==> config.mk <==
export PLATFORM = sky130hd
export DESIGN_NAME = bpt_trigger_unit
export DESIGN_NICKNAME = d
export VERILOG_FILES = /design/src/logic/bpt_pkg.sv /design/src/logic/bpt_trigger_unit.sv
export SDC_FILE = /design/constraint.sdc
export NUM_CORES = 2
export LEC_CHECK = 0
export ABC_AREA = 0
export BUFFER_PORTS_ARGS = -buffer_cell sky130_fd_sc_hd__clkbuf_2
export CORE_UTILIZATION = 58
export CTS_CLUSTER_SIZE = 25
export DETAILED_ROUTE_END_ITERATION = 10
export PLACE_DENSITY = 0.78
export SLEW_MARGIN = 20
export SYNTH_ARGS = -nofsm -noshare
export SYNTH_HDL_FRONTEND = slang
export SYNTH_SLANG_ARGS = --single-unit
==> constraint.sdc <==
create_clock -name sys_clk -period 9.6 [get_ports sys_clk]
set_input_delay 1.44 -clock sys_clk [delete_from_list [all_inputs] [get_ports sys_clk]]
set_output_delay 1.44 -clock sys_clk [all_outputs]
set_load 0.05 [all_outputs]
==> src/logic/bpt_pkg.sv <==
// Package for the breakpoint trigger unit: field layout, reset values, encodings.
// Assumes a single 32-bit hart clock domain.
package bpt_pkg;
  localparam int          BPT_XLEN        = 32;
  localparam int          BPT_NUM_TRIG    = 8;
  localparam int          BPT_IDX_W       = 3;
  // Control word field positions
  localparam int          BPT_LOAD_BIT    = 0;
  localparam int          BPT_STORE_BIT   = 1;
  localparam int          BPT_FETCH_BIT   = 2;
  localparam int          BPT_USER_BIT    = 3;
  localparam int          BPT_SUPER_BIT   = 4;
  localparam int          BPT_MACH_BIT    = 6;
  localparam int          BPT_MATCH_LSB   = 7;
  localparam int          BPT_CHAIN_BIT   = 11;
  localparam int          BPT_ACTION_LSB  = 12;
  localparam int          BPT_MASKMAX_LSB = 21;
  localparam int          BPT_DMODE_BIT   = 27;
  localparam int          BPT_TYPE_LSB    = 28;
  // Fixed values
  localparam logic [3:0]  BPT_TYPE_ADDR   = 4'h2;
  localparam logic [3:0]  BPT_TYPE_NONE   = 4'h0;
  localparam logic [5:0]  BPT_MASKMAX     = 6'h04;
  localparam logic [5:0]  BPT_ACT_EXC     = 6'h00;
  localparam logic [5:0]  BPT_ACT_DEBUG   = 6'h01;
  localparam logic [3:0]  BPT_MT_EXACT    = 4'h0;
  localparam logic [3:0]  BPT_MT_NAPOT    = 4'h1;
  localparam logic [3:0]  BPT_MT_GE       = 4'h2;
  localparam logic [3:0]  BPT_MT_LT       = 4'h3;
  // Reset values and breakpoint cause code
  localparam logic [9:0]  BPT_CTRL_RST    = 10'h000;
  localparam logic [31:0] BPT_ADDR_RST    = 32'h0000_0000;
  localparam logic [3:0]  BPT_CAUSE_BRK   = 4'h3;
  // Privilege encodings
  localparam logic [1:0]  BPT_PRIV_U      = 2'h0;
  localparam logic [1:0]  BPT_PRIV_S      = 2'h1;
  localparam logic [1:0]  BPT_PRIV_M      = 2'h3;
  // Access kinds
  typedef enum logic [2:0] {
    BPT_ACC_LOAD  = 3'b001,
    BPT_ACC_STORE = 3'b010,
    BPT_ACC_FETCH = 3'b100
  } bpt_acc_t;
endpackage : bpt_pkg

==> src/logic/bpt_trigger_unit.sv <==
// Eight address-match breakpoint triggers with CSR-style access and trap outputs.
// Assumes the pipeline presents one access per cycle and a CSR port in the same clock.
// Behaviour
// - Trigger kind field is four bits, read-only, reads 2 except for a debug-claimed trigger read from machine mode.
// - Action 0 raises breakpoint exception, action 1 enters debug mode.
// - Load, store, fetch enables filter matches; every combination honoured.
// - Machine, supervisor, user enables filter by privilege; all combinations.
// - Four-bit match type: exact, power-of-two range, arbitrary range.
// - Arbitrary range: lower trigger bottom, higher trigger one above top.
// - Trailing ones in address low bits give power-of-two range size.
// - Six-bit read-only field gives log2 of largest supported range.
// - Largest range: low 3 bits ones, bit 3 zero, bits 31 to 4 compared.
// - Chain: first trigger greater-or-equal, second less-than, both must hit.
// - Match-address register is full-width read and write.
// - Traps are precise; trapping and younger instructions do not commit.
// - Any byte of a misaligned access inside the range triggers.
// - Debug action goes to debug vector, machine registers unchanged.
// - Machine trap records breakpoint cause and faulting address.
// - Trigger claimed by debug mode reads kind 0 from machine mode.
// - Eight triggers per hart selected through an index register.
// - Machine access to debug-only trigger data raises illegal instruction.
// - Largest-range field reads fixed 4, ranges up to 16 bytes.
`timescale 1ns/10ps
module bpt_trigger_unit #(
  parameter int NUM_TRIG = bpt_pkg::BPT_NUM_TRIG
) (
  input  wire logic        sys_clk,
  input  wire logic        rst,
  // CSR port
  input  wire logic        csr_req,
  input  wire logic        csr_we,
  input  wire logic [1:0]  csr_sel,
  input  wire logic [31:0] csr_wdata,
  input  wire logic        csr_debug_mode,
  output logic      [31:0] csr_rdata,
  output logic             csr_illegal,
  // Access stream
  input  wire logic        acc_valid,
  input  wire logic [2:0]  acc_kind,
  input  wire logic [1:0]  acc_priv,
  input  wire logic [31:0] acc_addr,
  input  wire logic [2:0]  acc_size_log2,
  // Trap outputs
  output logic             trap_exc,
  output logic             trap_debug,
  output logic             trap_kill,
  output logic      [3:0]  trap_cause,
  output logic      [31:0] trap_badaddr
);
  localparam logic [1:0] SEL_INDEX = 2'h0;
  localparam logic [1:0] SEL_WORD1 = 2'h1;
  localparam logic [1:0] SEL_WORD2 = 2'h2;

  logic [2:0]  index_reg, index_next;
  logic        load_en_reg   [NUM_TRIG];
  logic        store_en_reg  [NUM_TRIG];
  logic        fetch_en_reg  [NUM_TRIG];
  logic        user_en_reg   [NUM_TRIG];
  logic        super_en_reg  [NUM_TRIG];
  logic        mach_en_reg   [NUM_TRIG];
  logic [3:0]  mtype_reg     [NUM_TRIG];
  logic        chain_reg     [NUM_TRIG];
  logic [5:0]  action_reg    [NUM_TRIG];
  logic        dmode_reg     [NUM_TRIG];
  logic [31:0] maddr_reg     [NUM_TRIG];
  logic [31:0] word1         [NUM_TRIG];
  logic        hit           [NUM_TRIG];
  logic        fire          [NUM_TRIG];
  logic        exc_next, dbg_next;
  logic [31:0] badaddr_reg, badaddr_next;
  logic        exc_reg, dbg_reg;
  logic        access_ok;
  logic        write_w1, write_w2;

  logic [31:0] acc_last;
  assign acc_last = acc_addr + ((32'h0000_0001 << acc_size_log2) - 32'h0000_0001);

  // Machine mode may not touch debug-only trigger data
  assign access_ok = csr_debug_mode || (csr_sel == SEL_INDEX)
                     || !dmode_reg[index_reg];
  assign csr_illegal = csr_req && !access_ok;
  assign write_w1 = csr_req && csr_we && access_ok && (csr_sel == SEL_WORD1);
  assign write_w2 = csr_req && csr_we && access_ok && (csr_sel == SEL_WORD2);

  always_comb begin
    index_next = index_reg;
    if (csr_req && csr_we && csr_sel == SEL_INDEX) begin
      index_next = csr_wdata[2:0];
    end
  end

  genvar g;
  generate
    for (g = 0; g < NUM_TRIG; g++) begin : g_trig
      logic [3:0]  mt_next;
      logic [5:0]  act_next;
      logic [9:0]  ctl_next;
      logic        dm_next;
      logic [31:0] ma_next;
      logic [31:0] care;
      logic        in_napot, ge_hit, lt_hit, kind_ok, priv_ok;

      always_comb begin
        mt_next  = mtype_reg[g];
        act_next = action_reg[g];
        ctl_next = {chain_reg[g], mach_en_reg[g], super_en_reg[g], user_en_reg[g],
                    fetch_en_reg[g], store_en_reg[g], load_en_reg[g], 3'h0};
        dm_next  = dmode_reg[g];
        ma_next  = maddr_reg[g];
        if (write_w1 && index_reg == 3'(g)) begin
          ctl_next = {csr_wdata[bpt_pkg::BPT_CHAIN_BIT], csr_wdata[bpt_pkg::BPT_MACH_BIT],
                      csr_wdata[bpt_pkg::BPT_SUPER_BIT], csr_wdata[bpt_pkg::BPT_USER_BIT],
                      csr_wdata[bpt_pkg::BPT_FETCH_BIT], csr_wdata[bpt_pkg::BPT_STORE_BIT],
                      csr_wdata[bpt_pkg::BPT_LOAD_BIT], 3'h0};
          if (csr_wdata[bpt_pkg::BPT_MATCH_LSB +: 4] <= bpt_pkg::BPT_MT_LT) begin
            mt_next = csr_wdata[bpt_pkg::BPT_MATCH_LSB +: 4];
          end
          if (csr_wdata[bpt_pkg::BPT_ACTION_LSB +: 6] <= bpt_pkg::BPT_ACT_DEBUG) begin
            act_next = csr_wdata[bpt_pkg::BPT_ACTION_LSB +: 6];
          end
          if (csr_debug_mode) begin
            dm_next = csr_wdata[bpt_pkg::BPT_DMODE_BIT];
          end
        end
        if (write_w2 && index_reg == 3'(g)) begin
          ma_next = csr_wdata;
        end
      end

      always_ff @(posedge sys_clk) begin
        if (rst) begin
          {chain_reg[g], mach_en_reg[g], super_en_reg[g], user_en_reg[g],
           fetch_en_reg[g], store_en_reg[g], load_en_reg[g]} <= 7'h00;
          mtype_reg[g]  <= bpt_pkg::BPT_MT_EXACT;
          action_reg[g] <= bpt_pkg::BPT_ACT_EXC;
          dmode_reg[g]  <= 1'b0;
          maddr_reg[g]  <= bpt_pkg::BPT_ADDR_RST;
        end else begin
          {chain_reg[g], mach_en_reg[g], super_en_reg[g], user_en_reg[g],
           fetch_en_reg[g], store_en_reg[g], load_en_reg[g]} <= ctl_next[9:3];
          mtype_reg[g]  <= mt_next;
          action_reg[g] <= act_next;
          dmode_reg[g]  <= dm_next;
          maddr_reg[g]  <= ma_next;
        end
      end

      // Mask of compared bits from trailing ones, up to 16 bytes; four trailing ones compare every bit
      always_comb begin
        care = 32'hFFFF_FFFF;
        if (!maddr_reg[g][0]) begin
          care = 32'hFFFF_FFFE;
        end else if (!maddr_reg[g][1]) begin
          care = 32'hFFFF_FFFC;
        end else if (!maddr_reg[g][2]) begin
          care = 32'hFFFF_FFF8;
        end else if (!maddr_reg[g][3]) begin
          care = 32'hFFFF_FFF0;
        end
      end

      // Any byte overlap: first byte below range end, last byte at or above range start
      assign in_napot = ((acc_addr & care) <= (maddr_reg[g] & care))
                        && ((acc_last & care) >= (maddr_reg[g] & care));
      assign ge_hit   = acc_last >= maddr_reg[g];
      assign lt_hit   = acc_addr < maddr_reg[g];
      assign kind_ok  = (acc_kind[0] && load_en_reg[g]) || (acc_kind[1] && store_en_reg[g])
                        || (acc_kind[2] && fetch_en_reg[g]);
      assign priv_ok  = (acc_priv == bpt_pkg::BPT_PRIV_M && mach_en_reg[g])
                        || (acc_priv == bpt_pkg::BPT_PRIV_S && super_en_reg[g])
                        || (acc_priv == bpt_pkg::BPT_PRIV_U && user_en_reg[g]);

      always_comb begin
        case (mtype_reg[g])
          bpt_pkg::BPT_MT_EXACT: hit[g] = (acc_addr <= maddr_reg[g]) && (acc_last >= maddr_reg[g]);
          bpt_pkg::BPT_MT_NAPOT: hit[g] = in_napot;
          bpt_pkg::BPT_MT_GE:    hit[g] = ge_hit;
          bpt_pkg::BPT_MT_LT:    hit[g] = lt_hit;
          default:               hit[g] = 1'b0;
        endcase
        hit[g] = hit[g] && kind_ok && priv_ok && acc_valid;
      end

      // Chained trigger holds back its action for the next one
      if (g == 0) begin : g_first
        assign fire[g] = hit[g] && !chain_reg[g];
      end else begin : g_rest
        assign fire[g] = hit[g] && !chain_reg[g]
                         && (!chain_reg[g-1] || hit[g-1]);
      end

      assign word1[g] = {bpt_pkg::BPT_TYPE_ADDR, dmode_reg[g], bpt_pkg::BPT_MASKMAX, 1'b0,
                         2'b00, action_reg[g], chain_reg[g], mtype_reg[g], mach_en_reg[g],
                         1'b0, super_en_reg[g], user_en_reg[g], fetch_en_reg[g],
                         store_en_reg[g], load_en_reg[g]};
    end
  endgenerate

  // Debug action wins when both kinds fire together
  always_comb begin
    exc_next     = 1'b0;
    dbg_next     = 1'b0;
    badaddr_next = badaddr_reg;
    for (int i = 0; i < NUM_TRIG; i++) begin
      if (fire[i] && action_reg[i] == bpt_pkg::BPT_ACT_DEBUG) begin
        dbg_next = 1'b1;
      end
      if (fire[i] && action_reg[i] == bpt_pkg::BPT_ACT_EXC) begin
        exc_next = 1'b1;
      end
    end
    exc_next = exc_next && !dbg_next;
    if (exc_next) begin
      badaddr_next = acc_addr;
    end
  end

  always_ff @(posedge sys_clk) begin
    if (rst) begin
      index_reg   <= 3'h0;
      exc_reg     <= 1'b0;
      dbg_reg     <= 1'b0;
      badaddr_reg <= bpt_pkg::BPT_ADDR_RST;
    end else begin
      index_reg   <= index_next;
      exc_reg     <= exc_next;
      dbg_reg     <= dbg_next;
      badaddr_reg <= badaddr_next;
    end
  end

  // Kill is combinational so the matching access never commits
  assign trap_kill    = exc_next || dbg_next;
  assign trap_exc     = exc_reg;
  assign trap_debug   = dbg_reg;
  assign trap_cause   = exc_reg ? bpt_pkg::BPT_CAUSE_BRK : 4'h0;
  assign trap_badaddr = badaddr_reg;

  always_comb begin
    csr_rdata = 32'h0000_0000;
    if (csr_req && access_ok) begin
      case (csr_sel)
        SEL_INDEX: csr_rdata = {29'h0, index_reg};
        SEL_WORD1: csr_rdata = (dmode_reg[index_reg] && !csr_debug_mode)
                               ? {bpt_pkg::BPT_TYPE_NONE, 28'h0}
                               : word1[index_reg];
        SEL_WORD2: csr_rdata = maddr_reg[index_reg];
        default:   csr_rdata = 32'h0000_0000;
      endcase
    end
  end

  illegal_dmode_a: assert property (@(posedge sys_clk) disable iff (rst)
    csr_req && !csr_debug_mode && csr_sel != SEL_INDEX && dmode_reg[index_reg]
    |-> csr_illegal) else $error("machine access to debug trigger not refused");
  type_read_a: assert property (@(posedge sys_clk) disable iff (rst)
    csr_req && csr_sel == SEL_WORD1 && csr_debug_mode
    |-> csr_rdata[31:28] == 4'h2 && csr_rdata[26:21] == 6'h04)
    else $error("kind or range field wrong");
  legal_match_a: assert property (@(posedge sys_clk) disable iff (rst)
    mtype_reg[index_reg] <= 4'h3 && action_reg[index_reg] <= 6'h01)
    else $error("illegal field value stored");
  kill_trap_a: assert property (@(posedge sys_clk) disable iff (rst)
    trap_kill |=> (trap_exc || trap_debug)) else $error("kill without trap");
  exc_cause_a: assert property (@(posedge sys_clk) disable iff (rst)
    trap_exc |-> trap_cause == 4'h3 && trap_badaddr == $past(acc_addr))
    else $error("cause or address wrong");
  debug_excl_a: assert property (@(posedge sys_clk) disable iff (rst)
    !(trap_exc && trap_debug)) else $error("both trap kinds raised");
  no_access_a: assert property (@(posedge sys_clk) disable iff (rst)
    !acc_valid |=> !trap_exc && !trap_debug) else $error("trap without access");
  // Index reads stay visible; only the data words of a debug trigger are hidden
  hidden_read_a: assert property (@(posedge sys_clk) disable iff (rst)
    csr_req && !csr_debug_mode && csr_sel != SEL_INDEX && dmode_reg[index_reg]
    |-> csr_rdata == 32'h0) else $error("debug trigger visible to machine mode");
  addr_write_a: assert property (@(posedge sys_clk) disable iff (rst)
    write_w2 |=> maddr_reg[$past(index_reg)] == $past(csr_wdata))
    else $error("address word not stored");

  exc_seen_c: cover property (@(posedge sys_clk) disable iff (rst) trap_exc);
  dbg_seen_c: cover property (@(posedge sys_clk) disable iff (rst) trap_debug);
  illegal_c:  cover property (@(posedge sys_clk) disable iff (rst) csr_illegal);
endmodule : bpt_trigger_unit

; Yosys cells after proc, flatten, opt, wreduce, memory -nomap -nowiden
; Memory sizes are Yosys's and may differ from the RTL's. A register that Yosys moved wholly into a read port is not among the register bits.
; Index checks and enable logic that the tools add are counted.
[classes]
addsub = 2
reduce_logical = 217
n_bitwise = 57
n_eq_ne = 43
magnitude_cmp = 43
n_shift = 1
n_mux = 158
[op_table]
columns = op, count
row1 = $and 32x32->32, 24
row2 = $mux 32, 20
row3 = $ge 32x32->1, 16
row4 = $le 32x32->1, 16
row5 = $lt 32x32->1, 8
row6 = $mux 4, 56
row7 = $logic_and 1x1->1, 144
row8 = $mux 6, 24
row9 = $bmux 32 s3, 1
row10 = $pmux 32 s3, 1
row11 = $eq 4x2->1 const B, 16
row12 = $eq 6x1->1 const B, 8
row13 = $logic_not 6->1, 8
row14 = $mux 1, 43
row15 = $logic_or 1x1->1, 42
row16 = $add 32x32->32, 1
row17 = $eq 4x1->1 const B, 8
row18 = $logic_not 4->1, 8
row19 = $or 1x1->1, 32
row20 = $pmux 1 s4, 8
row21 = $shl 1x3->32 const A, 1
row22 = $sub 32x1->32 const B, 1
row23 = $eq 3x3->1 const B, 4
row24 = $logic_not 1->1, 12
row25 = other kinds (12), 19
[word_totals]
register_bits = 93
in_bits = 80
mem_bits_rw = 344
mem_count = 4
[memory_table]
columns = memory, depth, width, read_ports, rd_ports_with_merged_regs, write_ports, line_no
row1 = maddr_reg, 8, 32, 9, 1, 8, bpt_trigger_unit.sv:65  ; logic [31:0] maddr_reg [NUM_TRIG];
row2 = action_reg, 8, 6, 8, 0, 8, bpt_trigger_unit.sv:63  ; logic [5:0] action_reg [NUM_TRIG];
row3 = mtype_reg, 8, 4, 8, 0, 8, bpt_trigger_unit.sv:61  ; logic [3:0] mtype_reg [NUM_TRIG];
row4 = dmode_reg, 8, 1, 9, 1, 8, bpt_trigger_unit.sv:64  ; logic dmode_reg [NUM_TRIG];

; Longest topological paths before layout
; An unclocked memory read counts as a cell.
[depth]
depth_word = 25
ltp_mapped = 30
ltp_nobuf = 28

; Least setup slack after synthesis
; No wires, ideal clock.
[synth_path]
path_kind = input to output
start = input port acc_size_log2[1]
end = output port trap_kill
t_arrival_ns = 7.967
slack_ns = 0.193
stages = 27
path_buffers = 0
required_ns = 8.160
cell_sequence = or3b_2 > ha_1 > inv_1 > ha_1 > fa_1 > a21o_1 > a21oi_1 > o21bai_1 > a2111oi_0 > o311ai_0 > a31o_2 > a41oi_1 > a31oi_1 > a221o_1 > a21oi_1 > xnor2_1 > ha_1 > a21oi_1 > o21ai_0 > a211o_1 > a41oi_1 > nor3_1 > a211oi_2 > nor3_1 > a221oi_1 > o2111ai_1 > or4_1
[synth_via]
elab_chain_len = 23
elab_cells_between_ends = 132
cone_classes = 2 x add/sub / 16 x order compare / 1 x shift / 24 x mux / 8 x bitwise / 81 x reduce/logical
[synth_rtl]
columns = item, line_no
row1 = "start, declared", bpt_trigger_unit.sv:42  ; input wire logic [2:0] acc_size_log2,
row2 = $shl 1x3->32 (*), bpt_trigger_unit.sv:76  ; assign acc_last = acc_addr + ((32'h0000_0001 << acc_size_log2) - 32'h0000_0001);
row3 = $sub 32x1->32 (*), bpt_trigger_unit.sv:76
row4 = $add 32x32->32 (*), bpt_trigger_unit.sv:76
row5 = $and 32x32->32, bpt_trigger_unit.sv:164  ; && ((acc_last & care) >= (maddr_reg[g] & care));
row6 = $ge 32x32->1, bpt_trigger_unit.sv:164
row7 = $logic_and 1x1->1, bpt_trigger_unit.sv:164
row8 = $pmux 1 s4, bpt_trigger_unit.sv:174  ; case (mtype_reg[g])
row9 = $logic_and 1x1->1 (3 in a row), bpt_trigger_unit.sv:181  ; hit[g] = hit[g] && kind_ok && priv_ok && acc_valid;
row10 = "$logic_and 1x1->1, or another cell as far along", bpt_trigger_unit.sv:186  ; assign fire[g] = hit[g] && !chain_reg[g];
row11 = "$logic_and 1x1->1, on equally long branches", "bpt_trigger_unit.sv:205, bpt_trigger_unit.sv:189"
row12 = $mux 1 / $logic_and 1x1->1 (equally long branches), bpt_trigger_unit.sv:205  ; if (fire[i] && action_reg[i] == bpt_pkg::BPT_ACT_DEBUG) begin
row13 = $mux 1 (7 in a row), bpt_trigger_unit.sv:205
row14 = $logic_not 1->1, bpt_trigger_unit.sv:212  ; exc_next = exc_next && !dbg_next;
row15 = $logic_and 1x1->1, bpt_trigger_unit.sv:212
row16 = $logic_or 1x1->1 (*), bpt_trigger_unit.sv:233  ; assign trap_kill = exc_next || dbg_next;
row17 = "end, declared", bpt_trigger_unit.sv:46  ; output logic trap_kill,
; Mark *: on every way between the ends. The rest lies on a longest branch, timed or not.

; Worst setup path after layout
; Ends and elaborated chain as after synthesis.

==> results.md <==
* Post-synth design cell area at 35800 sq um
* Achievable Freq at 103 MHz
* CTS sink count at 440
* Final wirelength at 141000 microns
* Total core area at 60700 sq um
* Placed cell area at 38500 sq um
* Hold Startpoint: store_en_reg[1]$_SDFFE_PP0P_
* Status: finished, violations left
* Commonest non-fill, non-tap cell in the layout: nand2_1
* CTS root buf: clkbuf_16
* PwrDens at 135 nW/um^2
* Tot Pwr at 5.53 mW
* Layout cells sized above 1 at 14.4%
* Multiplexer area fraction after synthesis at 9.56%
* DRT Pass-1 Iters at 9
* Grt total ovfl at 0
* Slack of the critical path at -0.110 ns
* Cells after synthesis at 4474
* Worst skew pair latency at 0.64 ns
* P&R area growth vs syn at 14.2%
* Launching point of the worst reg2reg path: maddr_reg[7][28]$_SDFFE_PP0P_
* Crit path max fanout at 6
* Syn avg cell area at 7.99 sq um
* Vias in the first global route at 34000
* Crit path required time at 8.16 ns
* Tmin final at 9.71 ns
* Violated checks: negative setup slack
* Max reg flops at 256
* Initial core utilization at 58.9%
* Clock Skew at 0.0307 ns
* Routed Antenna Nets at 0
* Largest net degree at the start of global routing at 181
* Hold WC Path Type: reg2reg
* Global-route wire length before repair at 208000 microns
* Clock slew seen by the registers of the worst setup and hold paths at 0.06 ns
* Warnings, synthesis at 0
* Slew @ Worst Pin at 1.10 ns
* WS Path Type: in2out
* Vias at 36500
* GP Congestion at 1.10
* Die ar. at 62700 sq um
* Post-synthesis adder-cell area fraction at 21.5%
* #FFs+latches synth at 440
* Slew margin rel. at 26.6%
* FFs w/ async S/R, synth at 0%
* Compound-Gate Fraction of Synth Area at 17.1%
* CTS tree: built
* Slowest-stage cell, CP: or4_4
* Die Wd at 250 microns
* Synth Area in XOR/XNOR at 0.686%
* Post-route DRC at 0
* Worst Setup SP: acc_size_log2[1]
* CP peak stage delay at 0.53 ns
* GRT Util Overall at 44.0%
* H-tree levels at 2
* DR WL/cell at 25.6 microns
* Post-Synth Simple-Gate Area at 20.5%
* Main combinational cell family by area after synthesis: adder cells
* LEAKAGE at 15.2 nW
* Number of synthesized flops with an enable pin at 0
* Fin nets at 5400
* Row cnt at 90
* RSZ-0062 raised after global routing: true
* Crit path DAT at 8.27 ns
* VDD IR-drop max at 0.000177 V
* Max Slew Vio Count at 0
* Count of cell types in the netlist at 83
* Number of port buffers at 149
* Final setup fails at 1
* Sequential share of the synthesized area at 24.6%
* Final hold violation count at 0
* Ports at 152
* Highest-count cells in the layout ignoring fill and taps: nand2_1, ha_1, a21oi_1
* CP Capture Type: output pin
* Drt initial violations at 4784
* Design Area, Final at 40900 sq um
* Most used cell, CP: buf_4
* Initial antenna violation count at 2
* CP Launch Type: input port
* Fin crit share at 101%
* CTS buffer count at 49
* Max Root-Sink Buffers at 3
* Dpl hpwl at 107000 microns
* Max_cap viols at 0
* Via-to-Cell Ratio at 6.60
* Die Y at 250 microns
* Most used DFF post-synth: dfxtp_1
==> per-layer routing <==
metal	track usage, %	vias to the layer above	wire (microns)
li1	-	16400	-
met3	12.2	518	19900
met5	0	-	11
met1	57.7	17100	53800
met4	23.4	2	8870
met2	65.7	2440	58800
==> metrics by stage <==
stage | setup TNS (ns) | setup WS, ns | cells | hold WS, ns | utilization, %
floorplan | 0 | 0.193 | 4475 | 0.438 | -
global placement | -0.721 | -0.721 | 5423 | 0.448 | 63.5
detailed placement | -0.890 | -0.890 | 5423 | 0.455 | 63.5
CTS | 0 | 0.0000728 | 5524 | 0.463 | 67.1
global route | -0.347 | -0.347 | 5527 | 0.477 | 67.3
finish | -0.110 | -0.110 | 5528 | 0.464 | 67.3
==> repair_timing <==
action,in CTS,in global routing
pin swaps,41,42
buffers inserted,10,3
gates resized for setup,67,23
hold buffers,0,0
setup endpoints to repair,1,1
==> power breakdown <==
part | internal [mW] | switching [mW]
clock | 1.15 | 0.871
combinational | 0.687 | 0.985
sequential | 1.83 | 0.00773
total | 3.66 | 1.86
==> worst max-delay path: cells and delay by family <==
family | cells | cell delay [ns]
XOR/XNOR | 1 | 0.18
buffers and inverters | 8 | 1.20
AND/OR/NAND/NOR | 3 | 1.03
AO/OA/AOI/OAI | 16 | 3.34
adder cells (fa/ha/maj) | 4 | 1.04
==> cell families (layout without fill, tap and decap cells) <==
group / Yosys count / in the layout
other: 1 / 3
muxes: 214 / 214
AOI/OAI and AO/OA: 1030 / 1030
adders and majority gates: 615 / 615
and+or+nand+nor: 1589 / 1589
DFF: 440 / 440
xor gates and xnor gates: 28 / 28
buffers and inverters: 557 / 827
==> cell usage after synthesis, drive strengths merged, types with 8 or more instances <==
master   count  area, sq um
a2111oi     25          225
clkbuf     189          727
a31oi       28          175
nor4        29          194
a211o        9         78.8
nand4       99          619
o21ai      128          641
nor2b       25          156
or4         25          188
mux2i      112         1120
o21bai      17          128
inv        338         1270
o22a        19          166
xnor2       22          193
nor2       207          777
a41oi        8         70.1
a211oi      22          183
mux4       102         2300
buf         27          145
ha         614         7680
a222oi       8         80.1
nor3b       20          150
nor4b        8         76.3
or3         18          113
a21o        32          240
nor3        58          300
dfxtp      440         8810
a21oi      600         3000
nand3      105          526
nand2      819         3070
o21a        21          158
o211ai      26          195
a21boi      12         90.1
and2        45          282
a221oi      10         87.6
nand2b      98          613
nand3b       8         60.1
==> path summary, 6_finish.rpt <==
kind | endpoint | slack, ns | cells after the start
setup / recovery | trap_kill | -0.11 | 32
hold / removal | store_en_reg[1]$_SDFFE_PP0P_ | 0.46 | 2
setup reg to reg | trap_badaddr[18]$_SDFFE_PP0P_ | 4.63 | 16
hold reg to reg | store_en_reg[1]$_SDFFE_PP0P_ | 0.46 | 2
==> area by class of cell <==
| type | instances | area [sq um] |
|---|---|---|
| multi-input cells | 3478 | 25300 |
| repair buffers | 395 | 2710 |
| clock inverters | 26 | 339 |
| fillers | 5061 | 19800 |
| flip-flops and latches | 440 | 8820 |
| clock buffers | 65 | 1390 |
| inverters | 341 | 1280 |
| diodes | 1 | 2.50 |
| well taps | 782 | 978 |
Power figures use the tool's default switching activity.
